==> src/nsx_pkg.sv <==
// Package for the nibble-swap / xor / direction-load datapath.
// Assumes one core clock and an instruction decoder outside this block.
package nsx_pkg;
  localparam int DATA_W = 8;
  localparam int ADDR_W = 7;
  localparam logic [ADDR_W-1:0] DIR_SEL_A = 7'h05;
  localparam logic [ADDR_W-1:0] DIR_SEL_B = 7'h06;
  localparam logic [ADDR_W-1:0] DIR_SEL_C = 7'h07;
  localparam logic [DATA_W-1:0] ACC_RESET = 8'h00;
  localparam logic [DATA_W-1:0] DIR_RESET = 8'hff;
  localparam logic ZERO_RESET = 1'h0;

  typedef enum logic [3:0] {
    NSX_OP_NONE = 4'h0,
    NSX_OP_SWAP = 4'h1,
    NSX_OP_XORL = 4'h2,
    NSX_OP_XORF = 4'h3,
    NSX_OP_DIR  = 4'h4
  } nsx_op_t;

  typedef struct packed {
    nsx_op_t op;
    logic dest_file;
    logic [ADDR_W-1:0] addr;
    logic [DATA_W-1:0] literal;
    logic [DATA_W-1:0] file_data;
  } nsx_instr_t;

  typedef struct packed {
    logic we;
    logic [ADDR_W-1:0] addr;
    logic [DATA_W-1:0] data;
  } nsx_fwrite_t;
endpackage : nsx_pkg
==> src/nsx_alu.sv <==
// Combinational result and zero-flag logic for the four operations.
// Assumes operands are stable in the cycle the operation is issued.
`timescale 1ns/100ps
module nsx_alu
  import nsx_pkg::*;
(
  input wire nsx_op_t i_op,
  input wire logic [DATA_W-1:0] i_acc,
  input wire logic [DATA_W-1:0] i_literal,
  input wire logic [DATA_W-1:0] i_file_data,
  output logic [DATA_W-1:0] o_result,
  output logic o_is_xor,
  output logic o_zero
);
  always_comb
  begin
    o_is_xor = 1'b0;
    case (i_op)
      NSX_OP_SWAP:
        o_result = {i_file_data[3:0], i_file_data[7:4]};
      NSX_OP_XORL:
      begin
        o_result = i_acc ^ i_literal;
        o_is_xor = 1'b1;
      end
      NSX_OP_XORF:
      begin
        o_result = i_acc ^ i_file_data;
        o_is_xor = 1'b1;
      end
      NSX_OP_DIR:
        o_result = i_acc;
      default:
        o_result = i_acc;
    endcase
    o_zero = (o_result == '0);
  end
endmodule : nsx_alu

==> src/nsx_datapath.sv <==
// Execution datapath: accumulator, zero flag, file write-back, direction regs.
// Assumes the decoder presents one instruction per cycle with file data read.
`timescale 1ns/100ps
module nsx_datapath
  import nsx_pkg::*;
(
  input wire logic i_core_clk,
  input wire logic i_rst,
  input wire logic i_valid,
  input wire nsx_instr_t i_instr,
  input wire logic i_carry,
  input wire logic i_digit_carry,
  output logic [DATA_W-1:0] o_acc,
  output logic o_zero,
  output logic o_carry,
  output logic o_digit_carry,
  output nsx_fwrite_t o_fwrite,
  output logic [DATA_W-1:0] o_port_a_direction,
  output logic [DATA_W-1:0] o_port_b_direction,
  output logic [DATA_W-1:0] o_port_c_direction,
  output logic o_bad_operand
);
  // Number of direction registers and the operand that selects each one
  localparam int NUM_DIR = 3;
  localparam logic [ADDR_W-1:0] DIR_SEL [NUM_DIR] = '{
    DIR_SEL_A,
    DIR_SEL_B,
    DIR_SEL_C
  };

  // Decoded operation, forced to none when no instruction is presented
  nsx_op_t op;
  logic op_swap;
  logic op_xorl;
  logic op_xorf;
  logic op_dir;
  logic has_dest;
  logic writes_file;
  logic writes_acc;
  logic dir_ok;
  logic [NUM_DIR-1:0] dir_load;

  // Alu outputs
  logic [DATA_W-1:0] result;
  logic is_xor;
  logic res_zero;

  // Next values, one group of state each
  logic [DATA_W-1:0] next_acc;
  logic next_zero;
  logic next_carry;
  logic next_digit_carry;
  nsx_fwrite_t next_fwrite;
  logic next_bad;

  // Decode
  always_comb
  begin
    op = NSX_OP_NONE;
    if (i_valid)
    begin
      op = i_instr.op;
    end
  end

  assign op_swap = (op == NSX_OP_SWAP);
  assign op_xorl = (op == NSX_OP_XORL);
  assign op_xorf = (op == NSX_OP_XORF);
  assign op_dir = (op == NSX_OP_DIR);

  // Only swap and register xor carry a destination bit
  assign has_dest = op_swap || op_xorf;
  assign writes_file = has_dest && i_instr.dest_file;
  assign writes_acc = (has_dest && !i_instr.dest_file) || op_xorl;

  // Operand outside 5..7 selects no register at all
  assign dir_ok = |dir_load;

  nsx_alu u_alu (
    .i_op(op),
    .i_acc(o_acc),
    .i_literal(i_instr.literal),
    .i_file_data(i_instr.file_data),
    .o_result(result),
    .o_is_xor(is_xor),
    .o_zero(res_zero)
  );

  // Accumulator
  always_comb
  begin
    next_acc = o_acc;
    if (writes_acc)
    begin
      next_acc = result;
    end
  end

  always_ff @(posedge i_core_clk or posedge i_rst)
  begin
    if (i_rst)
    begin
      o_acc <= ACC_RESET;
    end
    else
    begin
      o_acc <= next_acc;
    end
  end

  // Zero flag: only the two xor operations touch it
  always_comb
  begin
    next_zero = o_zero;
    if (is_xor)
    begin
      next_zero = res_zero;
    end
  end

  always_ff @(posedge i_core_clk or posedge i_rst)
  begin
    if (i_rst)
    begin
      o_zero <= ZERO_RESET;
    end
    else
    begin
      o_zero <= next_zero;
    end
  end

  // Carry and digit carry are never altered here, only carried through
  always_comb
  begin
    next_carry = i_carry;
    next_digit_carry = i_digit_carry;
  end

  always_ff @(posedge i_core_clk or posedge i_rst)
  begin
    if (i_rst)
    begin
      o_carry <= 1'b0;
      o_digit_carry <= 1'b0;
    end
    else
    begin
      o_carry <= next_carry;
      o_digit_carry <= next_digit_carry;
    end
  end

  // File write-back, a one-cycle pulse
  always_comb
  begin
    next_fwrite = '0;
    if (writes_file)
    begin
      next_fwrite.we = 1'b1;
      next_fwrite.addr = i_instr.addr;
      next_fwrite.data = result;
    end
  end

  always_ff @(posedge i_core_clk or posedge i_rst)
  begin
    if (i_rst)
    begin
      o_fwrite <= '0;
    end
    else
    begin
      o_fwrite <= next_fwrite;
    end
  end

  // Refused direction load, a one-cycle pulse
  always_comb
  begin
    next_bad = 1'b0;
    if (op_dir && !dir_ok)
    begin
      next_bad = 1'b1;
    end
  end

  always_ff @(posedge i_core_clk or posedge i_rst)
  begin
    if (i_rst)
    begin
      o_bad_operand <= 1'b0;
    end
    else
    begin
      o_bad_operand <= next_bad;
    end
  end

  // Direction registers, one per port
  generate
    for (genvar k = 0; k < NUM_DIR; k++)
    begin : g_dir
      logic load;
      logic [DATA_W-1:0] next_dir;
      logic [DATA_W-1:0] dir_q;

      assign load = op_dir && (i_instr.addr == DIR_SEL[k]);
      assign dir_load[k] = load;

      always_comb
      begin
        next_dir = dir_q;
        if (load)
        begin
          next_dir = result;
        end
      end

      always_ff @(posedge i_core_clk or posedge i_rst)
      begin
        if (i_rst)
        begin
          dir_q <= DIR_RESET;
        end
        else
        begin
          dir_q <= next_dir;
        end
      end
    end
  endgenerate

  // Outputs straight from the direction flip-flops
  assign o_port_a_direction = g_dir[0].dir_q;
  assign o_port_b_direction = g_dir[1].dir_q;
  assign o_port_c_direction = g_dir[2].dir_q;
endmodule : nsx_datapath

==> config.mk <==
export PLATFORM = sky130hd
export DESIGN_NAME = nsx_datapath
export DESIGN_NICKNAME = d
export VERILOG_FILES = /design/src/nsx_pkg.sv /design/src/nsx_alu.sv /design/src/nsx_datapath.sv
export SDC_FILE = /design/constraint.sdc
export NUM_CORES = 1
export LEC_CHECK = 0
export BUFFER_PORTS_ARGS = -buffer_cell sky130_fd_sc_hd__buf_4
export CAP_MARGIN = 0
export CORE_ASPECT_RATIO = 0.75
export CORE_UTILIZATION = 50
export CTS_CLUSTER_SIZE = 10
export DETAILED_ROUTE_END_ITERATION = 8
export GPL_TIMING_DRIVEN = 0
export HOLD_SLACK_MARGIN = 0.02
export PLACE_DENSITY = 0.77
export SLEW_MARGIN = 10
export SYNTH_ARGS = -nofsm -noshare
export SYNTH_HDL_FRONTEND = slang
export SYNTH_SLANG_ARGS = --single-unit
==> constraint.sdc <==
create_clock -name i_core_clk -period 3.13 [get_ports i_core_clk]
set_clock_uncertainty 0.15 [all_clocks]
set_input_delay 0.1565 -clock i_core_clk [delete_from_list [all_inputs] [get_ports i_core_clk]]
set_output_delay 0.1565 -clock i_core_clk [all_outputs]
set_load 0.005 [all_outputs]
==> results.ini <==
[clock_tree]
cts_htree_levels = 2
cts_buffers = 5
worstSkewPairLatency_ns = 0.29
ctsResizeCount = 0
cts_tree = yes
cts_sinks = 52
cts_setup_buffers = 0
cts_buffer_depth = 2
clk_pin_slew_ns = 0.08
root_buffer = clkbuf_8

[min_path]
min_path_type = in -> reg
min-delay-start = i_instr[23]
min_path_cells = 3
min_to = o_fwrite[6]

[grt]
grt_overflow = 0
first_global_vias = 1742
grt_max_degree = 41
track_usage_pct = 23.11
grt_pass1_wl_um = 8473
antenna_found_initial = 0

[placed_design]
place_area_sq_um = 3094
gp_congestion = 0.8106
dp_hpwl_um = 4026
io_buffers = 82
post-place-ws_ns = 0.7793

[timing]
drv_slew = 0
worst_pin_slew_ns = 0.9852
rsz0062_at_grt = false
fin_crit_sh_pct = 68.37
clock.fmax_mhz = 467.3
finalHoldWorstSlack_ns = 0.04836
setup_ws_ns = 0.9899
setup_tns_ns = 0
slew_headroom_pct = 34.32
fin_crit_ns = 2.140
setup_violations = 0
hold_viol_final = 0

[critical_path]
r2r_cells = 5
slowest_delay_ns = 0.56
r2r-end = o_zero
slowest_stage = dlygate4sd3_1
worstPathArrival_ns = 2.21
crit_chain = dlygate4sd3_1, buf_4, nor3_1, nand4_1, mux2_2
r2r_setup_slack_ns = 1.04
startpoint_type = input pin
r2r_start = o_acc[1]
critPathTopFamily = simple AND/OR/NAND/NOR gates
crit_buf_inv = 2
crit_path_end_kind = flip-flop
required_ns = 3.20
critical_path_class = in -> reg
cp_max_fo = 10

[synthesis]
ys_types = 36
synth_edf_count = 0
synth_fa_ha_area_share_pct = 0
syn_area_per_cell_sq_um = 12.24
ys_seq_elements = 52
ys.flop_type = dfrtp_1
mappedNetlistNets = 228
synth-xor-area-share_pct = 0.3669
yosysTopAreaCell = dfrtp_1
yosysMostFrequentCell = dfrtp_1
yosys_warnings = 0
yosys.area.top_type_share_pct = 29.35
syn_area_sq_um = 2387
async_reset_ff_share_pct = 100.0
syn_inst = 195
synth_commonest_cells = dfrtp_1 (28), mux2_2 (25), dfstp_2 (24)
synth_top_family_by_area = multiplexers
ys_top_cells_by_area = dfrtp_1 (29%), dfstp_2 (26%), mux2_2 (12%)
ys_seq_area_share_pct = 55.77
yosys.area_share.simple_pct = 16.14
synth-compound-area-share_pct = 6.971
synth.area.mux_share_pct = 17.66

[routing]
drt-pass1-iter-count = 4
via_per_inst = 5.300
drtAntennaViolNets = 0
drt_iter0_markers = 114
drc = 0
wl_um = 5626
vias = 1871
wire_per_inst_um = 15.94

[die]
rows = 21
ios = 85
die_area_sq_um = 5058
die_h_um = 61.84
start_util_pct = 52.82
fp.dieW_um = 81.79
fp.coreArea_sq_um = 4519

[cells_and_area]
layout-drive-gt1-share_pct = 49.66
fin_util_pct = 73.06
nNetsFinal = 328
area_growth_pct = 38.31
final_area_sq_um = 3302
n_antenna_cell = 0

[outcome]
run_status = completed

[pwr]
powerDensity_nw_per_um2 = 457.5
leakagePower_nw = 1.615
ir_drop_uv = 283.7

[flow_run]
drv_cap = 0

## cells by family after synthesis
logic type                after synthesis
AOI/OAI and AO/OA                      24
muxes                                  39
buffers and inverters                  18
DFF                                    52
and+or+nand+nor                        61
xor gates and xnor gates                1
## metrics by stage
step / total power, mW / instances
after floorplan: 0.9185 / 195
after global placement: 1.065 / 334
after detailed placement: 1.075 / 335
after CTS: 1.526 / 353
after global routing: 1.588 / 353
final: 1.511 / 353
## flip-flops by register name, indices dropped and copies added (netlist names)
name and count:
o_port_a_direction 8, o_carry 1, o_bad_operand 1, o_zero 1, o_fwrite 16, o_digit_carry 1
o_port_b_direction 8, o_port_c_direction 8, o_acc 8
## layer usage
layer / share of wire [%] / wire length, um / track usage, % / vias up
met1: 46 / 2573 / 30.97 / 913
met4: 0.68 / 38 / 4.511 / 0
met3: 5.7 / 319 / 5.839 / 5
li1: - / - / - / 896
met2: 48 / 2695 / 38.61 / 57
met5: 0 / 0 / 0 / -
## layout by cell type (no fill, tap or decap), types with 3 or more instances in the layout
master         instances
buf_4                 83
mux2i_1               14
inv_1                  9
clkbuf_8               5
nand4bb_1              6
nor3_1                 7
dfstp_2               24
clkbuf_1               6
dfrtp_1               28
nand2_1               14
mux2_2                25
dlygate4sd3_1         10
o21ai_0                9
nand3_1                3
a221oi_1               5
nor3b_1                3
nor2_1                 3
and2_1                13
## worst reg2reg max path, stage by stage, from the launching register on
cell	delay [ns]
dfrtp_1	0.45
nand4bb_1	0.12
mux2i_1	0.07
a221oi_1	0.83
or4_1	0.28
o31ai_2	0.06
## power breakdown
group / switching (mW) / internal (mW) / leakage [nW]
combinational: 0.152 / 0.162 / 0.932
sequential: 0.0463 / 0.712 / 0.628
clock: 0.201 / 0.237 / 0.0552
## worst max path at each step
| stage | to | slack, ns | depth (start not counted) | from |
|---|---|---|---|---|
| final | o_port_c_direction[0] | 0.99 | 5 | i_instr[21] |
| after CTS | o_port_c_direction[0] | 1.0 | 5 | i_instr[22] |
| after floorplan | o_zero | 1.27 | 7 | i_instr[24] |
| after global routing | o_port_c_direction[0] | 0.90 | 5 | i_instr[22] |
| after global placement | o_zero | 0.76 | 6 | i_instr[26] |
| after detailed placement | o_zero | 0.78 | 6 | i_instr[26] |
## area by class of cell
cell class                 instances  area, sq um
inverter                          10        37.54
clock inverter                     2        35.03
buffer                             8        36.28
tap                               57        71.32
multi-input combinational        125        982.2
clock buffer                       6        72.57
fill                             341         1217
timing repair buffer              93        735.7
sequential                        52         1331
## repair_timing
| item | CTS | global route |
|---|---|---|
| hold buffers | 10 | 0 |
| setup endpoints to repair | 0 | 0 |
| endpoints found under the hold margin | 38 | 0 |
No activity file was read; power rests on OpenSTA's default activity.
